`src/rtl/sadc_pkg.sv`:
```
// Purpose: shared constants and types for the successive-approximation sequencer
// Assumes: 8-bit register port, 10-bit result, one system clock
// Notes: offsets index the small register port directly
package sadc_pkg;
  localparam int ADDR_W = 3;
  localparam int DATA_W = 8;
  localparam int RES_W = 10;
  localparam int CNT_W = 5;

  // register offsets; shared pairs are steered by the external select bit
  localparam logic [ADDR_W-1:0] OFS_SHARED_A = 3'h0; // control or pin high
  localparam logic [ADDR_W-1:0] OFS_SHARED_B = 3'h1; // timing or pin low
  localparam logic [ADDR_W-1:0] OFS_RES_HIGH = 3'h2;
  localparam logic [ADDR_W-1:0] OFS_RES_LOW = 3'h3;
  localparam logic [ADDR_W-1:0] OFS_STATUS = 3'h4;

  // conversion_control fields
  localparam int CTL_NEG_REF = 7;
  localparam int CTL_POS_REF = 6;
  localparam int CTL_CHAN_MSB = 5;
  localparam int CTL_CHAN_LSB = 2;
  localparam int CTL_GO = 1;
  localparam int CTL_ENABLE = 0;

  // conversion_timing_config fields
  localparam int TIM_JUSTIFY = 7;
  localparam int TIM_CAL = 6;
  localparam int TIM_ACQ_MSB = 5;
  localparam int TIM_ACQ_LSB = 3;
  localparam int TIM_CLK_MSB = 2;
  localparam int TIM_CLK_LSB = 0;

  // status fields
  localparam int STAT_FLAG = 0;
  localparam int STAT_BUSY = 1;

  localparam logic [DATA_W-1:0] REG_RESET = 8'h00;
  localparam logic [DATA_W-1:0] PIN_LOW_MASK = 8'h9F;
  localparam logic [DATA_W-1:0] PIN_HIGH_MASK = 8'hFC;

  // timing in conversion-clock periods or system clocks
  localparam logic [CNT_W-1:0] CONV_TADS = 5'h0B;
  localparam logic [CNT_W-1:0] POST_TADS = 5'h02;
  localparam logic [CNT_W-1:0] INSTR_CYCLE_CLKS = 5'h04;
  localparam logic [RES_W-1:0] SAR_FIRST_TRIAL = 10'h200;
  localparam logic [3:0] FIRST_LARGE_CHAN = 4'hC;

  typedef enum logic [4:0] {
    ST_IDLE = 5'h01,
    ST_RCDLY = 5'h02,
    ST_ACQ = 5'h04,
    ST_CONV = 5'h08,
    ST_WAIT = 5'h10
  } sadc_state_t;

  // acquisition code to periods
  function automatic logic [CNT_W-1:0] acq_tads(input logic [2:0] code);
    logic [CNT_W-1:0] r;
    r = 5'h00;
    unique case (code)
      3'h0: r = 5'h00;
      3'h1: r = 5'h02;
      3'h2: r = 5'h04;
      3'h3: r = 5'h06;
      3'h4: r = 5'h08;
      3'h5: r = 5'h0C;
      3'h6: r = 5'h10;
      3'h7: r = 5'h14;
    endcase
    return r;
  endfunction : acq_tads
endpackage : sadc_pkg

```
`src/rtl/sadc_sequencer.sv`:
```
// Purpose: control and sequencing of a 10-bit successive-approximation converter
// Assumes: comparator, sample switch and input mux are analog, outside this block
// Notes: result registers carry no reset on purpose
`timescale 1ns/10ps
`default_nettype none
module sadc_sequencer
  import sadc_pkg::*;
#(
  parameter bit LARGE_PACKAGE = 1'b1
) (
  // clock and reset
  input wire logic clk,
  input wire logic srst,
  // register port
  input wire logic [sadc_pkg::ADDR_W-1:0] regAddr,
  input wire logic [sadc_pkg::DATA_W-1:0] regWrData,
  input wire logic regWrEn,
  input wire logic regRdEn,
  output logic [sadc_pkg::DATA_W-1:0] regRdData,
  // system side
  input wire logic sharedAddrSelect,
  input wire logic sleepActive,
  input wire logic rcClkPin,
  // analog front end
  input wire logic compOut,
  output logic sampleEnable,
  output logic [sadc_pkg::RES_W-1:0] dacCode,
  output logic [3:0] inputSelect,
  output logic inputValid,
  output logic negRefSelect,
  output logic posRefSelect,
  output logic calibrateActive,
  // pins and flag
  input wire logic [15:0] pinDigitalIn,
  output logic [15:0] pinDigitalSelect,
  output logic [15:0] pinDigitalRead,
  output logic conversionDoneFlag
);
  import sadc_pkg::*;

  logic [DATA_W-1:0] ctlReg;
  logic [DATA_W-1:0] timReg;
  logic [DATA_W-1:0] pinLow;
  logic [DATA_W-1:0] pinHigh;
  logic [DATA_W-1:0] resultHigh;
  logic [DATA_W-1:0] resultLow;
  logic goBit;
  sadc_state_t state;
  sadc_state_t next_state;
  logic [CNT_W-1:0] stepCnt;
  logic [RES_W-1:0] trialBit;
  logic tadTick;
  logic compMeta;
  logic compSync;
  logic [15:0] pinMeta;
  logic [15:0] pinSync;
  logic converterOn;
  logic rcMode;
  logic [2:0] acqCode;
  logic [CNT_W-1:0] acqTarget;
  logic doneEvt;
  logic wrCtl;
  logic wrTim;
  logic wrPinLow;
  logic wrPinHigh;
  logic [3:0] chanCode;

  assign converterOn = ctlReg[CTL_ENABLE];
  assign acqCode = timReg[TIM_ACQ_MSB:TIM_ACQ_LSB];
  assign acqTarget = acq_tads(acqCode);
  assign rcMode = timReg[TIM_CLK_LSB+1] & timReg[TIM_CLK_LSB];
  assign chanCode = ctlReg[CTL_CHAN_MSB:CTL_CHAN_LSB];

  ////////////////////////////////////////////////////////////////////////////
  // register decode: select bit low shows control, high shows pin config
  assign wrCtl = regWrEn && (regAddr == OFS_SHARED_A) && !sharedAddrSelect;
  assign wrPinHigh = regWrEn && (regAddr == OFS_SHARED_A) && sharedAddrSelect;
  assign wrTim = regWrEn && (regAddr == OFS_SHARED_B) && !sharedAddrSelect;
  assign wrPinLow = regWrEn && (regAddr == OFS_SHARED_B) && sharedAddrSelect;

  // control and timing bytes; go lives apart since hardware also moves it
  always_ff @(posedge clk) begin
    if (srst) begin
      ctlReg <= REG_RESET;
      timReg <= REG_RESET;
    end else begin
      if (wrCtl) ctlReg <= regWrData & ~(8'h01 << CTL_GO);
      if (wrTim) timReg <= regWrData;
    end
  end

  // start/done: needs converter already on, completion clears it
  always_ff @(posedge clk) begin
    if (srst) begin
      goBit <= 1'b0;
    end else if (!converterOn) begin
      goBit <= 1'b0;
    end else if (doneEvt) begin
      goBit <= 1'b0;
    end else if (wrCtl) begin
      goBit <= regWrData[CTL_GO] & regWrData[CTL_ENABLE];
    end
  end

  // pin configuration; unimplemented bits never store
  always_ff @(posedge clk) begin
    if (srst) begin
      pinLow <= REG_RESET;
      pinHigh <= REG_RESET;
    end else begin
      if (wrPinLow) pinLow <= regWrData & PIN_LOW_MASK;
      if (wrPinHigh) pinHigh <= regWrData & PIN_HIGH_MASK;
    end
  end

  // result pair: no reset so power-up contents stay unknown
  always_ff @(posedge clk) begin
    if (doneEvt && !calibrateActive) begin
      if (timReg[TIM_JUSTIFY]) begin
        resultHigh <= {6'h00, dacCode[9:8]};
        resultLow <= dacCode[7:0];
      end else begin
        resultHigh <= dacCode[9:2];
        resultLow <= {dacCode[1:0], 6'h00};
      end
    end else begin
      if (regWrEn && regAddr == OFS_RES_HIGH) resultHigh <= regWrData;
      if (regWrEn && regAddr == OFS_RES_LOW) resultLow <= regWrData;
    end
  end

  // done flag: set wins over a software clear in the same cycle
  always_ff @(posedge clk) begin
    if (srst) begin
      conversionDoneFlag <= 1'b0;
    end else if (doneEvt) begin
      conversionDoneFlag <= 1'b1;
    end else if (regWrEn && regAddr == OFS_STATUS && !regWrData[STAT_FLAG]) begin
      conversionDoneFlag <= 1'b0;
    end
  end

  // read data stands only in the cycle after the strobe
  always_ff @(posedge clk) begin
    if (srst || !regRdEn) begin
      regRdData <= REG_RESET;
    end else begin
      unique case (regAddr)
        OFS_SHARED_A: regRdData <= sharedAddrSelect ? pinHigh
                                   : (ctlReg | (8'(goBit) << CTL_GO));
        OFS_SHARED_B: regRdData <= sharedAddrSelect ? pinLow : timReg;
        OFS_RES_HIGH: regRdData <= resultHigh;
        OFS_RES_LOW: regRdData <= resultLow;
        OFS_STATUS: regRdData <= 8'({state != ST_IDLE, conversionDoneFlag});
        default: regRdData <= REG_RESET;
      endcase
    end
  end

  ////////////////////////////////////////////////////////////////////////////
  // conversion-clock ticks; sleep halts the divided clock only
  sadc_tad_gen sadc_tad_gen_inst (
    .clk(clk),
    .srst(srst),
    .run(state inside {ST_ACQ, ST_CONV, ST_WAIT}),
    .stall(sleepActive),
    .clkSel(timReg[TIM_CLK_MSB:TIM_CLK_LSB]),
    .rcClkPin(rcClkPin),
    .tadTick(tadTick)
  );

  // completion on the eleventh period of a live conversion
  assign doneEvt = (state == ST_CONV) && tadTick && goBit
                   && (stepCnt == CONV_TADS - 5'h01);

  // sequence: idle, optional rc delay, optional acquisition, conversion, quiet wait
  always_comb begin
    next_state = state;
    unique case (state)
      ST_IDLE: begin
        if (goBit) begin
          if (rcMode) next_state = ST_RCDLY;
          else if (acqTarget == 5'h00) next_state = ST_CONV;
          else next_state = ST_ACQ;
        end
      end
      ST_RCDLY: begin
        if (!goBit) next_state = ST_IDLE;
        else if (stepCnt == INSTR_CYCLE_CLKS - 5'h01) begin
          next_state = (acqTarget == 5'h00) ? ST_CONV : ST_ACQ;
        end
      end
      ST_ACQ: begin
        if (!goBit) next_state = ST_WAIT;
        else if (tadTick && stepCnt == acqTarget - 5'h01) next_state = ST_CONV;
      end
      ST_CONV: begin
        if (!goBit || doneEvt) next_state = ST_WAIT;
      end
      ST_WAIT: begin
        if (tadTick && stepCnt == POST_TADS - 5'h01) next_state = ST_IDLE;
      end
      default: next_state = ST_IDLE;
    endcase
    if (!converterOn) next_state = ST_IDLE;
  end

  always_ff @(posedge clk) begin
    if (srst) state <= ST_IDLE;
    else state <= next_state;
  end

  // step counter: system clocks in the rc delay, periods elsewhere
  always_ff @(posedge clk) begin
    if (srst || next_state != state) begin
      stepCnt <= 5'h00;
    end else if (state == ST_RCDLY || tadTick) begin
      stepCnt <= stepCnt + 5'h01;
    end
  end

  ////////////////////////////////////////////////////////////////////////////
  // comparator synchroniser; second stage is the only reader of the first
  always_ff @(posedge clk) begin
    if (srst) begin
      compMeta <= 1'b0;
      compSync <= 1'b0;
    end else begin
      compMeta <= compOut;
      compSync <= compMeta;
    end
  end

  // successive approximation: ten decisions, then the eleventh period closes
  always_ff @(posedge clk) begin
    if (srst) begin
      dacCode <= 10'h000;
      trialBit <= 10'h000;
      calibrateActive <= 1'b0;
    end else if (state != ST_CONV && next_state == ST_CONV) begin
      dacCode <= SAR_FIRST_TRIAL;
      trialBit <= SAR_FIRST_TRIAL;
      calibrateActive <= timReg[TIM_CAL];
    end else if (state == ST_CONV && tadTick && trialBit != 10'h000) begin
      dacCode <= (compSync ? dacCode : (dacCode & ~trialBit)) | (trialBit >> 1);
      trialBit <= trialBit >> 1;
    end else if (state != ST_CONV) begin
      calibrateActive <= 1'b0;
    end
  end

  // analog controls; sampling pauses during conversion and the wait
  always_ff @(posedge clk) begin
    if (srst) begin
      sampleEnable <= 1'b0;
      inputValid <= 1'b0;
    end else begin
      sampleEnable <= converterOn && (next_state inside {ST_IDLE, ST_RCDLY, ST_ACQ});
      inputValid <= !(chanCode inside {4'h5, 4'h6, 4'h8, 4'h9})
                    && (LARGE_PACKAGE || chanCode < FIRST_LARGE_CHAN);
    end
  end
  assign inputSelect = chanCode;
  assign negRefSelect = ctlReg[CTL_NEG_REF];
  assign posRefSelect = ctlReg[CTL_POS_REF];

  // pin config and digital readback; analog pins read as zero
  assign pinDigitalSelect = {pinHigh[7:2], 2'h0, pinLow[7], 2'h0, pinLow[4:0]};
  always_ff @(posedge clk) begin
    if (srst) begin
      pinMeta <= 16'h0000;
      pinSync <= 16'h0000;
      pinDigitalRead <= 16'h0000;
    end else begin
      pinMeta <= pinDigitalIn;
      pinSync <= pinMeta;
      pinDigitalRead <= pinSync & pinDigitalSelect;
    end
  end

  ////////////////////////////////////////////////////////////////////////////
  // helper counters read only by the checks
  logic [CNT_W-1:0] chkConvTicks;
  logic [CNT_W-1:0] chkAcqTicks;
  always_ff @(posedge clk) begin
    if (srst || state != ST_CONV) chkConvTicks <= 5'h00;
    else if (tadTick) chkConvTicks <= chkConvTicks + 5'h01;
    if (srst || state != ST_ACQ) chkAcqTicks <= 5'h00;
    else if (tadTick) chkAcqTicks <= chkAcqTicks + 5'h01;
  end
endmodule : sadc_sequencer
`default_nettype wire

```
`src/rtl/sadc_tad_gen.sv`:
```
// Purpose: conversion-clock tick source, divided system clock or internal rc clock
// Assumes: rc clock pin is asynchronous to clk
// Notes: tick is a one-cycle enable; counter restarts whenever run drops
`timescale 1ns/10ps
`default_nettype none
module sadc_tad_gen (
  // clock and reset
  input wire logic clk,
  input wire logic srst,
  // control
  input wire logic run,
  input wire logic stall,
  input wire logic [2:0] clkSel,
  // rc oscillator pin
  input wire logic rcClkPin,
  // tick out
  output logic tadTick
);
  logic rcMeta;
  logic rcSync;
  logic rcPrev;
  logic rcMode;
  logic [2:0] divShift;
  logic [6:0] divCnt;
  logic [6:0] divLast;

  // codes x11 pick the rc source, others give 2..64 system clocks
  assign rcMode = clkSel[1] & clkSel[0];
  assign divShift = 3'({clkSel[1:0], 1'b0}) + 3'(clkSel[2]) + 3'h1;
  assign divLast = 7'((8'h01 << divShift) - 8'h01);

  // rc pin synchroniser; only rcSync feeds the edge detect
  always_ff @(posedge clk) begin
    if (srst) begin
      rcMeta <= 1'b0;
      rcSync <= 1'b0;
      rcPrev <= 1'b0;
    end else begin
      rcMeta <= rcClkPin;
      rcSync <= rcMeta;
      rcPrev <= rcSync;
    end
  end

  // tick generation; stall models the halted system clock in sleep
  always_ff @(posedge clk) begin
    if (srst || !run) begin
      divCnt <= 7'h00;
      tadTick <= 1'b0;
    end else if (rcMode) begin
      tadTick <= rcSync & ~rcPrev;
    end else if (stall) begin
      tadTick <= 1'b0;
    end else if (divCnt == divLast) begin
      divCnt <= 7'h00;
      tadTick <= 1'b1;
    end else begin
      divCnt <= divCnt + 7'h01;
      tadTick <= 1'b0;
    end
  end
endmodule : sadc_tad_gen
`default_nettype wire
```
`config.mk`:
```
export PLATFORM = sky130hd
export DESIGN_NAME = sadc_sequencer
export DESIGN_NICKNAME = d
export VERILOG_FILES = /design/src/rtl/sadc_pkg.sv /design/src/rtl/sadc_sequencer.sv /design/src/rtl/sadc_tad_gen.sv
export SDC_FILE = /design/constraint.sdc
export NUM_CORES = 1
export LEC_CHECK = 0
export BUFFER_PORTS_ARGS = -buffer_cell sky130_fd_sc_hd__buf_2
export CORE_MARGIN = 4
export CORE_UTILIZATION = 35
export CTS_CLUSTER_SIZE = 10
export DETAILED_ROUTE_END_ITERATION = 8
export PLACE_DENSITY_LB_ADDON = 0.2
export REMOVE_ABC_BUFFERS = 1
export SLEW_MARGIN = 20
export SYNTH_ARGS = -nofsm -noshare
export SYNTH_HDL_FRONTEND = slang
export SYNTH_SLANG_ARGS = --single-unit
```
`constraint.sdc`:
```
create_clock -name clk -period 3.4 [get_ports clk]
set_input_delay 0.34 -clock clk [delete_from_list [all_inputs] [get_ports clk]]
set_output_delay 0.34 -clock clk [all_outputs]
set_load 0.05 [all_outputs]
```
# == After elaboration in Yosys (flattened, before gate mapping) ==
# Memories as Yosys holds them, arrays and structs flattened. A register that Yosys moved wholly into a read port is not among the register bits.
# Index checks and enable logic that the tools add are counted.
# totals
mem_count,1
input_bits,35
register_bits,147
wordCells,156
romBits,32
# op_classes
n_mux,36
reduce_logical,46
bitwise,12
add_sub_neg,6
eq_ne,26
shift,1
# memory_table
memory,depth,width,rd,rd_clocked_by_memory_dff,write_ports,line,rtl
(no name shown),8,4,1,1,0,sadc_pkg.sv:60,unique case (code)
# op_table
operator,n
2-to-1 mux 8 bit,8
2-to-1 mux 10 bit,5
2-to-1 mux 5 bit,8
one-hot mux 8 bit (5 select lines),1
one-hot mux 5 bit (5 select lines),1
logical AND 1 bit,19
AND 16 bit,1
== test 5 x 1 -> 1 bit (second input constant),3
== test 5 x 2 -> 1 bit (second input constant),3
== test 5 x 4 -> 1 bit (second input constant),3
AND 10 bit,1
== test 5 x 3 -> 1 bit (second input constant),2
inverter 10 bit,1
OR 10 x 9 -> 10 bit,1
nonzero test 10 bit,1
nonzero test 2 bit,5
== test 4 x 3 -> 1 bit (second input constant),2
== test 4 bit (second input constant),2
2-to-1 mux 1 bit,8
2-to-1 mux 4 bit,2
OR 8 x 2 -> 8 bit,1
adder 7 x 1 -> 7 bit (second input constant),1
== test 7 bit,1
zero test 1 bit,7
other kinds (27),40

# == Depth between registers and ports, before layout ==
# Gate-level depths: netlist of run 1.
# logic_depth
depth_word,12
mapped_depth,12
depth_no_buf,11

# == Modules after synthesis ==
# From an unflattened synthesis of run 1, not the netlist that was laid out.
# unflattened
hier_cells,629
hier_area_um2,6150.9
# modules_own_cells
module,instances,cells_each,area_per_inst_um2
sadc_sequencer,1,558,5464.0
sadc_tad_gen,1,71,686.9

# == Least setup slack after synthesis of run 1 ==
# OpenSTA, ideal clock, no wires.
# synth_timing
path_kind,reg2reg
start,register timReg[0]
end,register sadc_tad_gen_inst.divCnt[0]
path_stages_with_launch,13
synth_period_minus_slack_ps,2729
slack_ps,671
required_time_ps,3264
setup_time_ps,136
arrival_ps,2593
cell_sequence,dfxtp_1 buf_1 and2_1 ha_1 nor2b_1 nand2b_1 ha_1 xor2_1 xnor2_1 nor3_1 nand3_1 o41ai_2 nor2_1
# synth_between
elab_chain_cells,6
# synth_lines
item,line,rtl
start: declaration,sadc_sequencer.sv:42,logic [DATA_W-1:0] timReg;
start signal: assignment,sadc_sequencer.sv:88,if (wrTim) timReg <= regWrData;
adder 3 x 1 -> 3 bit (2 in series),sadc_tad_gen.sv:29,"assign divShift = 3'({clkSel[1:0], 1'b0}) + 3'(clkSel[2]) + 3'h1;"
left shift 1 x 3 -> 7 bit,sadc_tad_gen.sv:30,assign divLast = 7'((8'h01 << divShift) - 8'h01);
subtractor 7 x 1 -> 7 bit,sadc_tad_gen.sv:30,
== test 7 bit,sadc_tad_gen.sv:54,end else if (divCnt == divLast) begin
2-to-1 mux 7 bit,sadc_tad_gen.sv:54,
end signal: assignment,sadc_tad_gen.sv:58,divCnt <= divCnt + 7'h01;
end: declaration,sadc_tad_gen.sv:24,logic [6:0] divCnt;
# Parallel ways exist; a longest one is shown, timed or not.
# A chain may end at the register's enable or synchronous reset.

# == Worst setup path in the final report of run 1 ==
# layout_timing
start,register timReg[0]
end,register sadc_tad_gen_inst.divCnt[4]
# The elaborated chain is that of the path after synthesis.

==> results.md, run 1 <==
- The flow ran to the end, and the final reports show no timing, DRC or antenna violations.
- The max-capacitance violation count is 0.
- After synthesis, the most frequently instantiated cells are dfxtp_1 (123), nand2_1 (56), nor2_1 (47), a21oi_1 (40), mux2i_1 (35).
- The placed cell count is 930.
- In this run, post-CTS repair resized a total of 0 instances.
- TritonCTS built the clock tree.
- The via count of the first global-routing pass is 4839.
- The clock network fraction of design power is 49.8%.
- Yosys mapped a number of flops with a built-in enable equal to 16.
- The initial antenna violation count is 0.
- The hold buffer count at cts is 0.
- The global routing usage summed across all routing layers is 16.0%.
- The number of clock buffers added by TritonCTS is 17.
- STA classifies the critical path startpoint as a flop.
- The net switching share of the total power is 22.2%.
- Dividing the final minimum period by the clock period gives 90.8%.
- At the pin with the least slew margin, the transition time is 0.804 ns.
- The share of cells above drive strength 1 is 19.3%.
- In this run the clock root is driven by a clkbuf_16.
- By area the synthesized netlist is led by dfxtp_1 (39%), edfxtp_1 (7.7%), mux2i_1 (5.6%).
- The number of design rule violations left after detail routing is 0.
- The number of failing setup endpoints in the final timing report is 0.
- The area growth from synthesis to layout is 17.6%.
- The smallest clock period supported by the final layout is computed as 3.09 ns.
- Counting flops with an async set or reset pin after synthesis yields a share of 0%.
- Setup slack closes at 0.314 ns.
- 95 I/O pins were placed.
- The largest clock skew in the final design is 0.00556 ns.
- Of all nets on the critical path, the largest fanout is 12.
- The combinational power share is 5.0%.
- Timing analysis after detailed placement gives a worst setup slack of 0.319 ns.
- The path class of the tightest hold or removal check is primary input to flop.
- The critical path in this run is classified as flop to flop.
- The number of detailed-route iterations in the first pass is 6.
- The start of the worst register-to-register path is timReg[0].
- In the routed layout, each cell is associated on average with a via count of 5.11.
- In this run the post-CTS setup repair buffer count came out at 0.
- The global-route wire length before repair is 25500 µm.
- Across all register-to-register paths, the minimum setup slack is 0.31 ns.
- The primary flip-flop cell chosen by synthesis mapping is dfxtp_1.
- The number of design-rule violations left by the first detailed-router iteration is 333.
- Summing all placed instances gives a cell area of 6760 µm².
- The worst-case IR drop observed on VDD is 0.333 mV.
- In this run, distinct cell masters in the synthesized netlist total 76.
- The number of nets with antenna violations after routing is 0.
- The final cell utilization of the core is 42.3%.
- The depth of the CTS H-tree is 4.
- Summing every instance area after synthesis gives 6260 µm².
- Setup repair after global routing left no endpoint under its margin.
- Cell internal power was estimated by the tool at 2.92 mW.
- For this design the ratio of total power to cell area is 510 nW/µm².
- The total congestion overflow is 0.
- The most critical setup path has its endpoint at sadc_tad_gen_inst.divCnt[4].
- The placer's final routability congestion estimate is 0.869.
- The final number of max-transition violations is 0.
- STA classifies the critical path endpoint as a flop.
- The dominant cell by count in the synthesized netlist is dfxtp_1.
- The Yosys step of the flow raised 0 warnings.
- In the synthesized netlist, the number of instances is 656.
- The post-layout net count is 767.
- The worst max-slew margin expressed relative to the limit is 46.2%.
- The average routed wire per standard cell is 16.5 µm.
- After detailed routing, the total wire length is 15900 µm.
- After floorplanning, the core was sized to cover 17400 µm².
- Timing would allow up to 324 MHz.
- The critical path starts at timReg[0].
- The detailed router placed 4915 vias in this run.
- The top cell type's share of synthesized area is 39.3%.
- Clock latency on the worst-skew pair, taken at its later pin, is 0.42 ns.
- Buffers placed on the I/O ports in this run total 82.
- Clock-pin slew was measured on the worst setup and hold paths at 0.06 ns.
- The initial utilization of the core area, before any placement, comes to 35.9%.
- The number of antenna diodes in the final layout is 0.
- Summed over all cells, the static leakage comes to 2.90 nW.
- The number of buffers on the longest clock path is 2.
- For this design the total switching power over the nets is 0.836 mW.
- Measured along the y axis, the die boundary spans 142 µm.
- The number of storage elements in the synthesis netlist is 139.
- Adding up every negative setup slack in the final design gives 0 ns.
- The number of hold violations in the final report was 0.
- The die outline area is 20100 µm².
- The number of non-filler instances in the completed layout is 962.
- The sequential power share is 45.2%.
- The HPWL after detailed placement is 11600 µm.
- The maximum number of pins on one net before global-route repair is 43.
- The terminus of the critical flop-to-flop path is sadc_tad_gen_inst.divCnt[4].
- After synthesis, flip-flops and latches occupy 47.0% of the total area.
- The dominant cell type by area after synthesis is dfxtp_1.
- The number of clock sinks seen by CTS is 139.
- The floorplan has 48 rows.
- Averaged over all synthesized cells, the footprint is 9.54 µm².
- The number of cells on the worst reg-to-reg path is 11.
- Data arrives at the worst endpoint at 3.36 ns.
- The required arrival time at the worst endpoint is 3.68 ns.
- The final instance area is 7360 µm².
- Fill cells in the final layout number 1730.
- The horizontal die dimension is 142 µm.
worst max-delay path, stage by stage, from the launching register on:
cell and delay (ns):
dfxtp_1 0.43, and2_1 0.22, ha_1 0.35, nor2b_1 0.31, nand2b_1 0.11, ha_1 0.23
xor2_1 0.17, xnor2_1 0.14, nor3_1 0.20, nand3_1 0.16, o41ai_2 0.51, nor2_1 0.12
cell families (layout without fill, tap and decap cells):
group                    after synthesis  after routing  share of synthesized area (%)
AO/OA/AOI/OAI                        126            126                           13.5
adder cells (fa/ha/maj)                8              8                           1.60
other                                  1              8                         0.0599
multiplexers                          37             37                           6.14
XOR/XNOR                              30             30                           4.20
flip-flops                           139            139                           47.0
AND/OR/NAND/NOR                      244            244                           21.7
buffers and inverters                 71            145                           5.86
placed cells by master, fill, tap and decap left out, drive strengths merged, types with 22 or more instances in the layout:
master  instances
buf            89
clkbuf         22
nor2           49
nand3          25
nand2          56
dfxtp         123
o21ai          31
mux2i          35
nor2b          34
a21oi          40
inv            26
power by group through the flow:
stage | Clock [mW] | Sequential, mW | Combinational (mW)
after global routing | 2.00 | 1.70 | 0.207
after detailed placement | 0 | 1.73 | 0.190
final | 1.87 | 1.70 | 0.189
after global placement | 0 | 1.73 | 0.187
after floorplan | 0 | 1.75 | 0.0882
after CTS | 1.91 | 1.70 | 0.190
flip-flops by register name, indices dropped and copies added (netlist names), 5 cells and up:
signal                    cells
state                         5
pinDigitalRead               12
resultLow                     8
pinHigh                       6
sadc_tad_gen_inst.divCnt      7
dacCode                      10
ctlReg                        7
pinSync                      12
regRdData                     8
pinMeta                      12
stepCnt                       5
trialBit                     10
pinLow                        6
timReg                        8
resultHigh                    8
layer usage:
metal	vias up	wire, µm	GRT usage [%]
met3	19	1030	4.72
met2	128	7320	24.9
met4	0	201	4.95
met1	2335	7290	21.5
met5	-	0	0
li1	2433	-	-
stage by stage:
stage | hold slack (ns) | power [mW]
floorplan | 0.404 | 1.83
global placement | 0.414 | 1.92
detailed placement | 0.414 | 1.92
CTS | 0.113 | 3.80
global route | 0.131 | 3.91
finish | 0.130 | 3.76
area by class of cell:
cell class              instances  area [µm²]  area share (%)
flip-flops and latches        139        2940            40.0
repair buffers                 89         463            6.29
multi-input cells             453        2980            40.5
clock buffers                  22         494            6.71
clock inverters                10         111            1.51
inverters                      24        90.1            1.22
well taps                     225         282            3.82
worst min-delay path by stage:
stage	start	end	slack, ns	depth (start not counted)
floorplan	pinSync[4]	pinDigitalRead[4]	0.40	2
global placement	pinSync[4]	pinDigitalRead[4]	0.41	2
detailed placement	pinSync[4]	pinDigitalRead[4]	0.41	2
CTS	compOut	compMeta	0.11	2
global route	pinDigitalIn[7]	pinMeta[7]	0.13	2
finish	compOut	compMeta	0.13	2
Note: power is estimated with default switching activity, not from simulation.
==> inputs of run 2 (changes only) <==
- HOLD_SLACK_MARGIN: unset -> 0.08
- SYNTH_HIERARCHICAL: unset -> 1
==> run 2 against run 1 <==
Synthesized cell count is 4.1% lower. Worst hold slack worse by 0.0045 ns. Count of clock-buffer cells in the layout is 3 lower. Highest routed layer unchanged. Clock power is 7% higher. Critical endpoint is now trialBit[7]. Via count is 4.7% lower. Sequential cell count stayed put.
==> results.md, run 2 <==
- The cell family contributing the most delay on the critical path is simple AND/OR/NAND/NOR gates.
- The launching element of the worst setup path is acqTarget[1].
- Across the routed clock network, the largest skew measured is 0.0172 ns.
- The dominant cell type by area after synthesis is dfxtp_1.
- The number of hold violations in the final report is 0.
- Static timing analysis puts the maximum clock frequency at 384 MHz.
- In this run the clock root is driven by a clkbuf_16.
- The post-route netlist has 21.2% of its cells at a drive strength greater than 1.
- STA classifies the critical path startpoint as a flop.
- Pin placement for this block handled 95 I/O pins.
- TritonCTS built the clock tree.
- Buffers inserted to repair hold after CTS numbered 0.
- Sorting the synthesized cells by area gives the leading types as dfxtp_1 (40%), edfxtp_1 (7.8%), mux2i_1 (5.7%).
- The number of flops mapped to enable cells by yosys is 16.
- The slowest library cell on the worst path is a311oi_2.
- Walking the worst path, the cells encountered are inv_1, ha_1, xor3_1, nor4_2, nand3_1, a311oi_2, or2_1, buf_4, a21oi_1.
- Synthesis produced 629 cells.
- The time the worst path needs with I/O delays and setup is 2.60 ns.
- The top cell type's share of synthesized area is 40.0%.
- The maximum number of pins on one net before global-route repair is 37.
- After clock tree synthesis, the clock-pin slew on the worst setup and hold paths is 0.06 ns.
- The largest registers in the layout are pinDigitalRead: 12 flops, pinMeta: 12 flops, pinSync: 12 flops.
- The initial antenna violation count is 0.
- The primary flip-flop cell chosen by synthesis mapping is dfxtp_1.
- The proportion of register bits with asynchronous set or reset after synthesis is 0%.
- The worst ir drop on vdd is 0.359 mV.
- After routing, the total negative slack on setup checks comes to 0 ns.
- Counting every sink on the clock net gives 139.
- The mean instance size in the synthesized netlist is 9.78 µm².
- The standby leakage power is 2.93 nW.
- The via count of the first global-routing pass is 4581.
- The most frequent standard cell in the layout excluding fill and tap cells is dfxtp_1.
- The hold path startpoint is pinDigitalIn[12].
- The floorplan step set the die width to 141 µm.
- The number of buffers on the longest clock path is 2.
- The area of the core is 17200 µm².
- The worst-path maximum fanout is 18.
- The H-tree was split into 4 levels.
- For this configuration, the core starts out at a cell density of 35.7%.
- After the last flow step, the layout net total stands at 736.
- The post-CTS repair timing setup buffer count is 0.
- At the worst endpoint, the required time is 3.69 ns.
- The number of vias per cell after detailed routing is 5.02.
- The worst hold path terminates at pinMeta[12].
- The count of antenna diodes in the layout is 0.
- The HPWL after detailed placement is 10600 µm.
- The height of the die is 141 µm.
- At the later pin of the worst-skew pair, clock insertion delay measures 0.42 ns.
- The synthesized netlist occupies a cell area of 6150 µm².
- The post-route clock period utilization is 76.6%.
- The total wirelength of the detailed-routed design is 14700 µm.
- The commonest cells after synthesis are dfxtp_1 (123), nand2_1 (52), nor2_1 (51), mux2i_1 (35), nor2b_1 (34).
- The longest individual stage delay on the worst path is 0.46 ns.
- The dominant cell by count in the synthesized netlist is dfxtp_1.
- The area growth from synthesis to layout is 18.4%.
- The class of the most critical setup path is flop to flop.
- The number of nets with antenna violations after routing is 0.
- The final number of max-transition violations was 0.
- The start of the worst register-to-register path is acqTarget[1].
- The global-route wire length before repair is 23900 µm.
- Across all register-to-register paths, the minimum setup slack is 0.80 ns.
- The number of detailed-route iterations in the first pass is 4.
- The flow ran to the end, and the final reports show no timing, DRC or antenna violations.
- The arrival time of the worst setup path is 2.89 ns.
- The detailed router placed 4682 vias in this run.
- The total congestion overflow is 0.
- The worst max-slew margin expressed relative to the limit is 51.3%.
- The critical path contains buffers and inverters numbering 2 combined.
- The detailed router finished its first iteration with 250 violations.
- The synthesized netlist contains 71 unique library cells.
- The class of the most critical hold timing path is primary input to flop.
- Routability-driven placement finished with a final weighted congestion of 0.876.
- The proportion of synthesized chip area in sequential cells is 47.8%.
- Setup repair after global routing left no endpoint under its margin.
- The library cells used most frequently in the layout, excluding fill and tap cells, are dfxtp_1 (123), buf_2 (82), nand2_1 (52).
- The number of clock buffers added by TritonCTS is 17.
- The quantity of I/O buffers inserted on ports is 82.
- The number of failing setup endpoints in the final timing report is 0.
- At the pin with the least slew margin, the transition time is 0.726 ns.
- The cell depth of the worst hold path is 2.
- The number of storage elements in the synthesis netlist is 139.
- The minimum hold slack is 0.125 ns.
- STA classifies the critical path endpoint as a flop.
- Across the run, the number of max-cap violations was 0.
- In the final routed layout, each cell accounts on average for 15.7 µm.
- The floorplan has 48 rows.
- For this run, design rule violations remaining after detail routing come to 0.
- The cell area power density is 534 nW/µm².
- The number of gates resized after CTS was 0.
- Measured on the finished design, the core utilization comes to 42.2%.
- The terminus of the critical flop-to-flop path is trialBit[7].
- The global routing usage summed across all routing layers is 15.2%.
- The logic depth of the worst register-to-register path is 9.
- The die outline area is 19800 µm².
- The Yosys step of the flow raised 6 warnings.
[run 2: cells by family (layout without fill, tap and decap cells)]
| logic type | Yosys count | after routing | share of synthesized area [%] |
|---|---|---|---|
| AND/OR/NAND/NOR | 236 | 236 | 21.2 |
| flip-flops | 139 | 139 | 47.8 |
| XOR/XNOR | 23 | 23 | 3.64 |
| multiplexers | 40 | 40 | 7.34 |
| AO/OA/AOI/OAI | 114 | 114 | 12.8 |
| adder cells (fa/ha/maj) | 6 | 6 | 1.22 |
| buffers and inverters | 70 | 142 | 5.92 |
| other | 1 | 8 | 0.0610 |
[run 2: worst max-delay path by stage]
stage                         end  slack [ns]  depth (start not counted)
floorplan           resultHigh[0]        0.84                          5
global placement      trialBit[5]        0.85                          9
detailed placement    trialBit[7]        0.84                          9
CTS                   trialBit[7]        0.80                          9
global route          trialBit[7]        0.57                          9
finish                trialBit[7]        0.80                          9
[run 2: power breakdown]
group | total [mW] | leakage, nW | switching (mW) | internal [mW]
Combinational | 0.191 | 1.48 | 0.128 | 0.0632
Sequential | 1.70 | 1.14 | 0.0110 | 1.69
Clock | 2.00 | 0.302 | 0.724 | 1.28
[run 2: layout make-up]
| class | instances | area (µm²) |
|---|---|---|
| clock buffers | 19 | 454 |
| repair buffers | 90 | 470 |
| flip-flops and latches | 139 | 2940 |
| multi-input cells | 427 | 2870 |
| well taps | 225 | 282 |
| fillers | 1669 | 9950 |
| clock inverters | 13 | 188 |
| inverters | 20 | 75.1 |
[run 2: routing by layer]
layer	global-route usage, %	up-vias	part of all wire (%)
li1	-	2334	-
met1	20.1	2241	48
met2	24.1	92	46
met3	4.03	15	4.5
met4	5.00	0	1.6
met5	0	-	0
[run 2: through the flow]
step	instance area [µm²]	std cells	worst slack (ns)	power, mW
floorplan	5890	586	0.842	1.84
global placement	6640	901	0.848	1.92
detailed placement	6640	901	0.843	1.93
CTS	7280	933	0.801	3.94
global route	7280	933	0.566	4.02
finish	7280	933	0.797	3.89
==> inputs of run 3 (changes only) <==
- clock period: 3.4 -> 2.3 ns (I/O delays scaled with it)
==> run 3 against run 2 <==
Combinational power rose by 70%. Highest routed layer unchanged. Die area did not move. Sequential cell count stayed put. Largest cell class is now multi-input gates. Critical path type unchanged. First-iteration DRC count fell by 3.2%. Worst setup slack worse by 0.74 ns. Core utilization is 3.2 points higher. Count of clock-buffer cells in the layout decreased by 1. Clock skew is 0.012 ns lower. Routed wire length up 6.8%. Sequential power is 48% higher.
==> results.md, run 3 (same netlist as run 2, synthesis figures left out) <==
- The flow ran to the end, and the final reports show no timing, DRC or antenna violations.
- The launching element of the worst setup path is stepCnt[3].
- The class of the most critical hold timing path is primary input to flop.
- Entering global routing, the biggest net connects 50 pins.
- The nature of the critical path startpoint is a flop.
- The placer's final routability congestion estimate is 0.907.
- Clock latency on the worst-skew pair, taken at its later pin, is 0.42 ns.
- The tool flagged a number of max-cap violations equal to 0.
- The share of cells above drive strength 1 is 28.0%.
- Setup slack on the critical path of the routed design comes to 0.0615 ns.
- The most utilized layer in the global route result is met2.
- The combinational power share is 5.9%.
- The standby leakage power is 3.19 nW.
- The initial antenna violation count is 0.
- On the final layout, the worst clock skew is 0.00553 ns.
- The number of non-filler instances in the completed layout is 986.
- The actual transition at the worst max-transition pin is 0.651 ns.
- Detailed routing inserted a total of 4911 vias.
- For this run, the top clock speed supported by timing is 447 MHz.
- The worst-path maximum fanout is 9.
- The final number of max-transition violations is 0.
- The number of fill cells is 1651.
- 0 antenna diodes ended up in the layout.
- Measured in cells, the most critical reg-to-reg path has a length of 7.
- In this run the cell area measured after placement is 6940 µm².
- At the end of the flow, the number of nets in the layout was 789.
- At the placement stage, the worst setup path has a slack of -0.0794 ns.
- The worst ir drop on vdd is 0.504 mV.
- The library cell used most frequently in the layout, excluding fill and tap cells, is dfxtp_1.
- After detailed routing, the average wire length per cell comes to 15.9 µm.
- Of the total power, registers draw 45.4%.
- The required arrival time at the worst endpoint is 2.61 ns.
- The first global-routing pass estimated 25400 µm of wire.
- The number of failing setup endpoints in the final timing report is 0.
- STA classifies the critical path endpoint as a flop.
- Measured along the x axis, the die boundary spans 141 µm.
- The initialized floorplan defines 48 standard-cell rows.
- The clock network fraction of design power is 48.8%.
- The time the worst path needs with I/O delays and setup is 2.24 ns.
- In the global route stage, met3 resource usage came out at 5.29%.
- The largest registers in the layout are pinDigitalRead: 12 flops, pinMeta: 12 flops, pinSync: 12 flops.
- The final critical path takes up 97.3% of the cycle.
- The die covers 19800 µm².
- In the layout the commonest cells are dfxtp_1 (115), buf_2 (82), nand2_1 (51).
- The met1 track utilization from global routing is 20.4%.
- The via count of the first global-routing pass is 4928.
- The number of clock buffers added by TritonCTS is 17.
- The global routing usage summed across all routing layers is 16.1%.
- The internal portion of the total power is 4.30 mW.
- In this run the critical register-to-register path is captured at dacCode[5].
- The number of design-rule violations left by the first detailed-router iteration is 242.
- The clock transition time at the flip-flop clock pins of the worst setup and hold paths is 0.06 ns.
- TritonCTS built the clock tree.
- The effective utilization at floorplan is 35.7%.
- The number of placed instances, taps included, is 937.
- The quantity of I/O buffers inserted on ports is 82.
- The number of vias per cell after detailed routing is 4.98.
- The switching component of the power is 1.22 mW.
- The height of the die is 141 µm.
- The detail route stage leaves a number of antenna-violating nets equal to 0.
- The number of clock sinks seen by CTS is 139.
- The routing usage on met2 is 26.2%.
- The worst max-slew margin expressed relative to the limit is 56.6%.
- The critical path in this run is classified as flop to flop.
- The total wirelength of the detailed-routed design is 15700 µm.
- The number of hold violations in the final report is 0.
- The total congestion overflow is 0.
- The worst register-to-register path begins at stepCnt[3].
- The number of placed I/O pins is 95.
- The master cell of the clock root buffer is clkbuf_16.
- After routing the design area is 7830 µm².
- Across all register-to-register paths, the minimum setup slack is 0.06 ns.
- The first detailed-routing pass took 5 iterations.
- After detailed routing, the number of remaining DRC violations is 0.
- Following the worst setup path forward leads to its endpoint at dacCode[5].
- The cell area power density is 706 nW/µm².
- The area growth from synthesis to layout is 27.3%.
- Setup repair after global routing could not meet its margin everywhere.
- The depth of the CTS H-tree is 4.
- The arrival time of the worst setup path is 2.55 ns.
- In this run switching power makes up 22.1% of total power.
- Counting along the longest clock path gives a buffer depth of 2.
- The HPWL after detailed placement is 11500 µm.
- The area of the core is 17200 µm².
## run 3: changes by cell type in the layout (fill, tap and decap cells not counted), sizes merged
cell         change
bufinv           -1
buf             +38
inv              -2
clkinv           +7
clkinvlp         -3
dlygate4sd3     +14
## run 3: metal layers
metal  vias up  wire [µm]
li1       2436          -
met1      2349       7140
met2       111       7520
met3        15        831
met4         0        179
met5         -          0
## run 3: final cells by class
cell class	instances	area, µm²	area share [%]
flip-flops and latches	139	2960	37.8
multi-input cells	427	2980	38.0
inverters	20	75.1	0.959
clock buffers	18	429	5.48
well taps	225	282	3.60
repair buffers	143	953	12.2
clock inverters	14	153	1.95
## run 3: stage by stage
step / utilization, % / hold WS, ns / setup TNS [ns] / power (mW)
2_1_floorplan: - / 0.299 / -5.68 / 2.72
3_3_place_gp: 40.2 / 0.417 / -0.565 / 2.85
3_5_place_dp: 40.2 / 0.426 / -1.30 / 2.86
4_1_cts: 44.5 / 0.0996 / 0 / 5.59
5_1_grt: 45.4 / 0.136 / -0.112 / 5.73
6_report: 45.4 / 0.120 / 0 / 5.52
## run 3: how the worst min path moves through the flow
stage | start | cells past startpoint | slack (ns) | to
3_5_place_dp | pinMeta[10] | 1 | 0.43 | pinSync[10]
6_report | regWrData[7] | 3 | 0.12 | ctlReg[7]
4_1_cts | regWrData[7] | 3 | 0.1 | ctlReg[7]
2_1_floorplan | srst | 1 | 0.30 | conversionDoneFlag
3_3_place_gp | pinMeta[4] | 1 | 0.42 | pinSync[4]
5_1_grt | regWrData[5] | 3 | 0.14 | ctlReg[5]
## run 3: worst max-delay path, stage by stage (launching register included)
cell       delay [ns]
dfxtp_4          0.37
xor3_1           0.42
nor4_2           0.34
nand3_1          0.16
a311oi_2         0.41
or2_4            0.23
clkbuf_16        0.17
a21oi_2          0.04
## run 3: timing repair
action / in CTS / in global routing
pin swaps: 4 / 15
setup endpoints to repair: 24 / 44
hold buffers: 14 / 0
cloned: 0 / 1
setup buffers: 0 / 2
gates resized for setup: 3 / 33
hold endpoints to repair: 14 / 0
## run 3: power by group through the flow
stage | Sequential, mW | Clock, mW | Combinational [mW]
4_1_cts | 2.51 | 2.76 | 0.319
3_5_place_dp | 2.56 | 0 | 0.299
2_1_floorplan | 2.59 | 0 | 0.134
3_3_place_gp | 2.56 | 0 | 0.296
5_1_grt | 2.51 | 2.87 | 0.352
6_report | 2.51 | 2.69 | 0.325
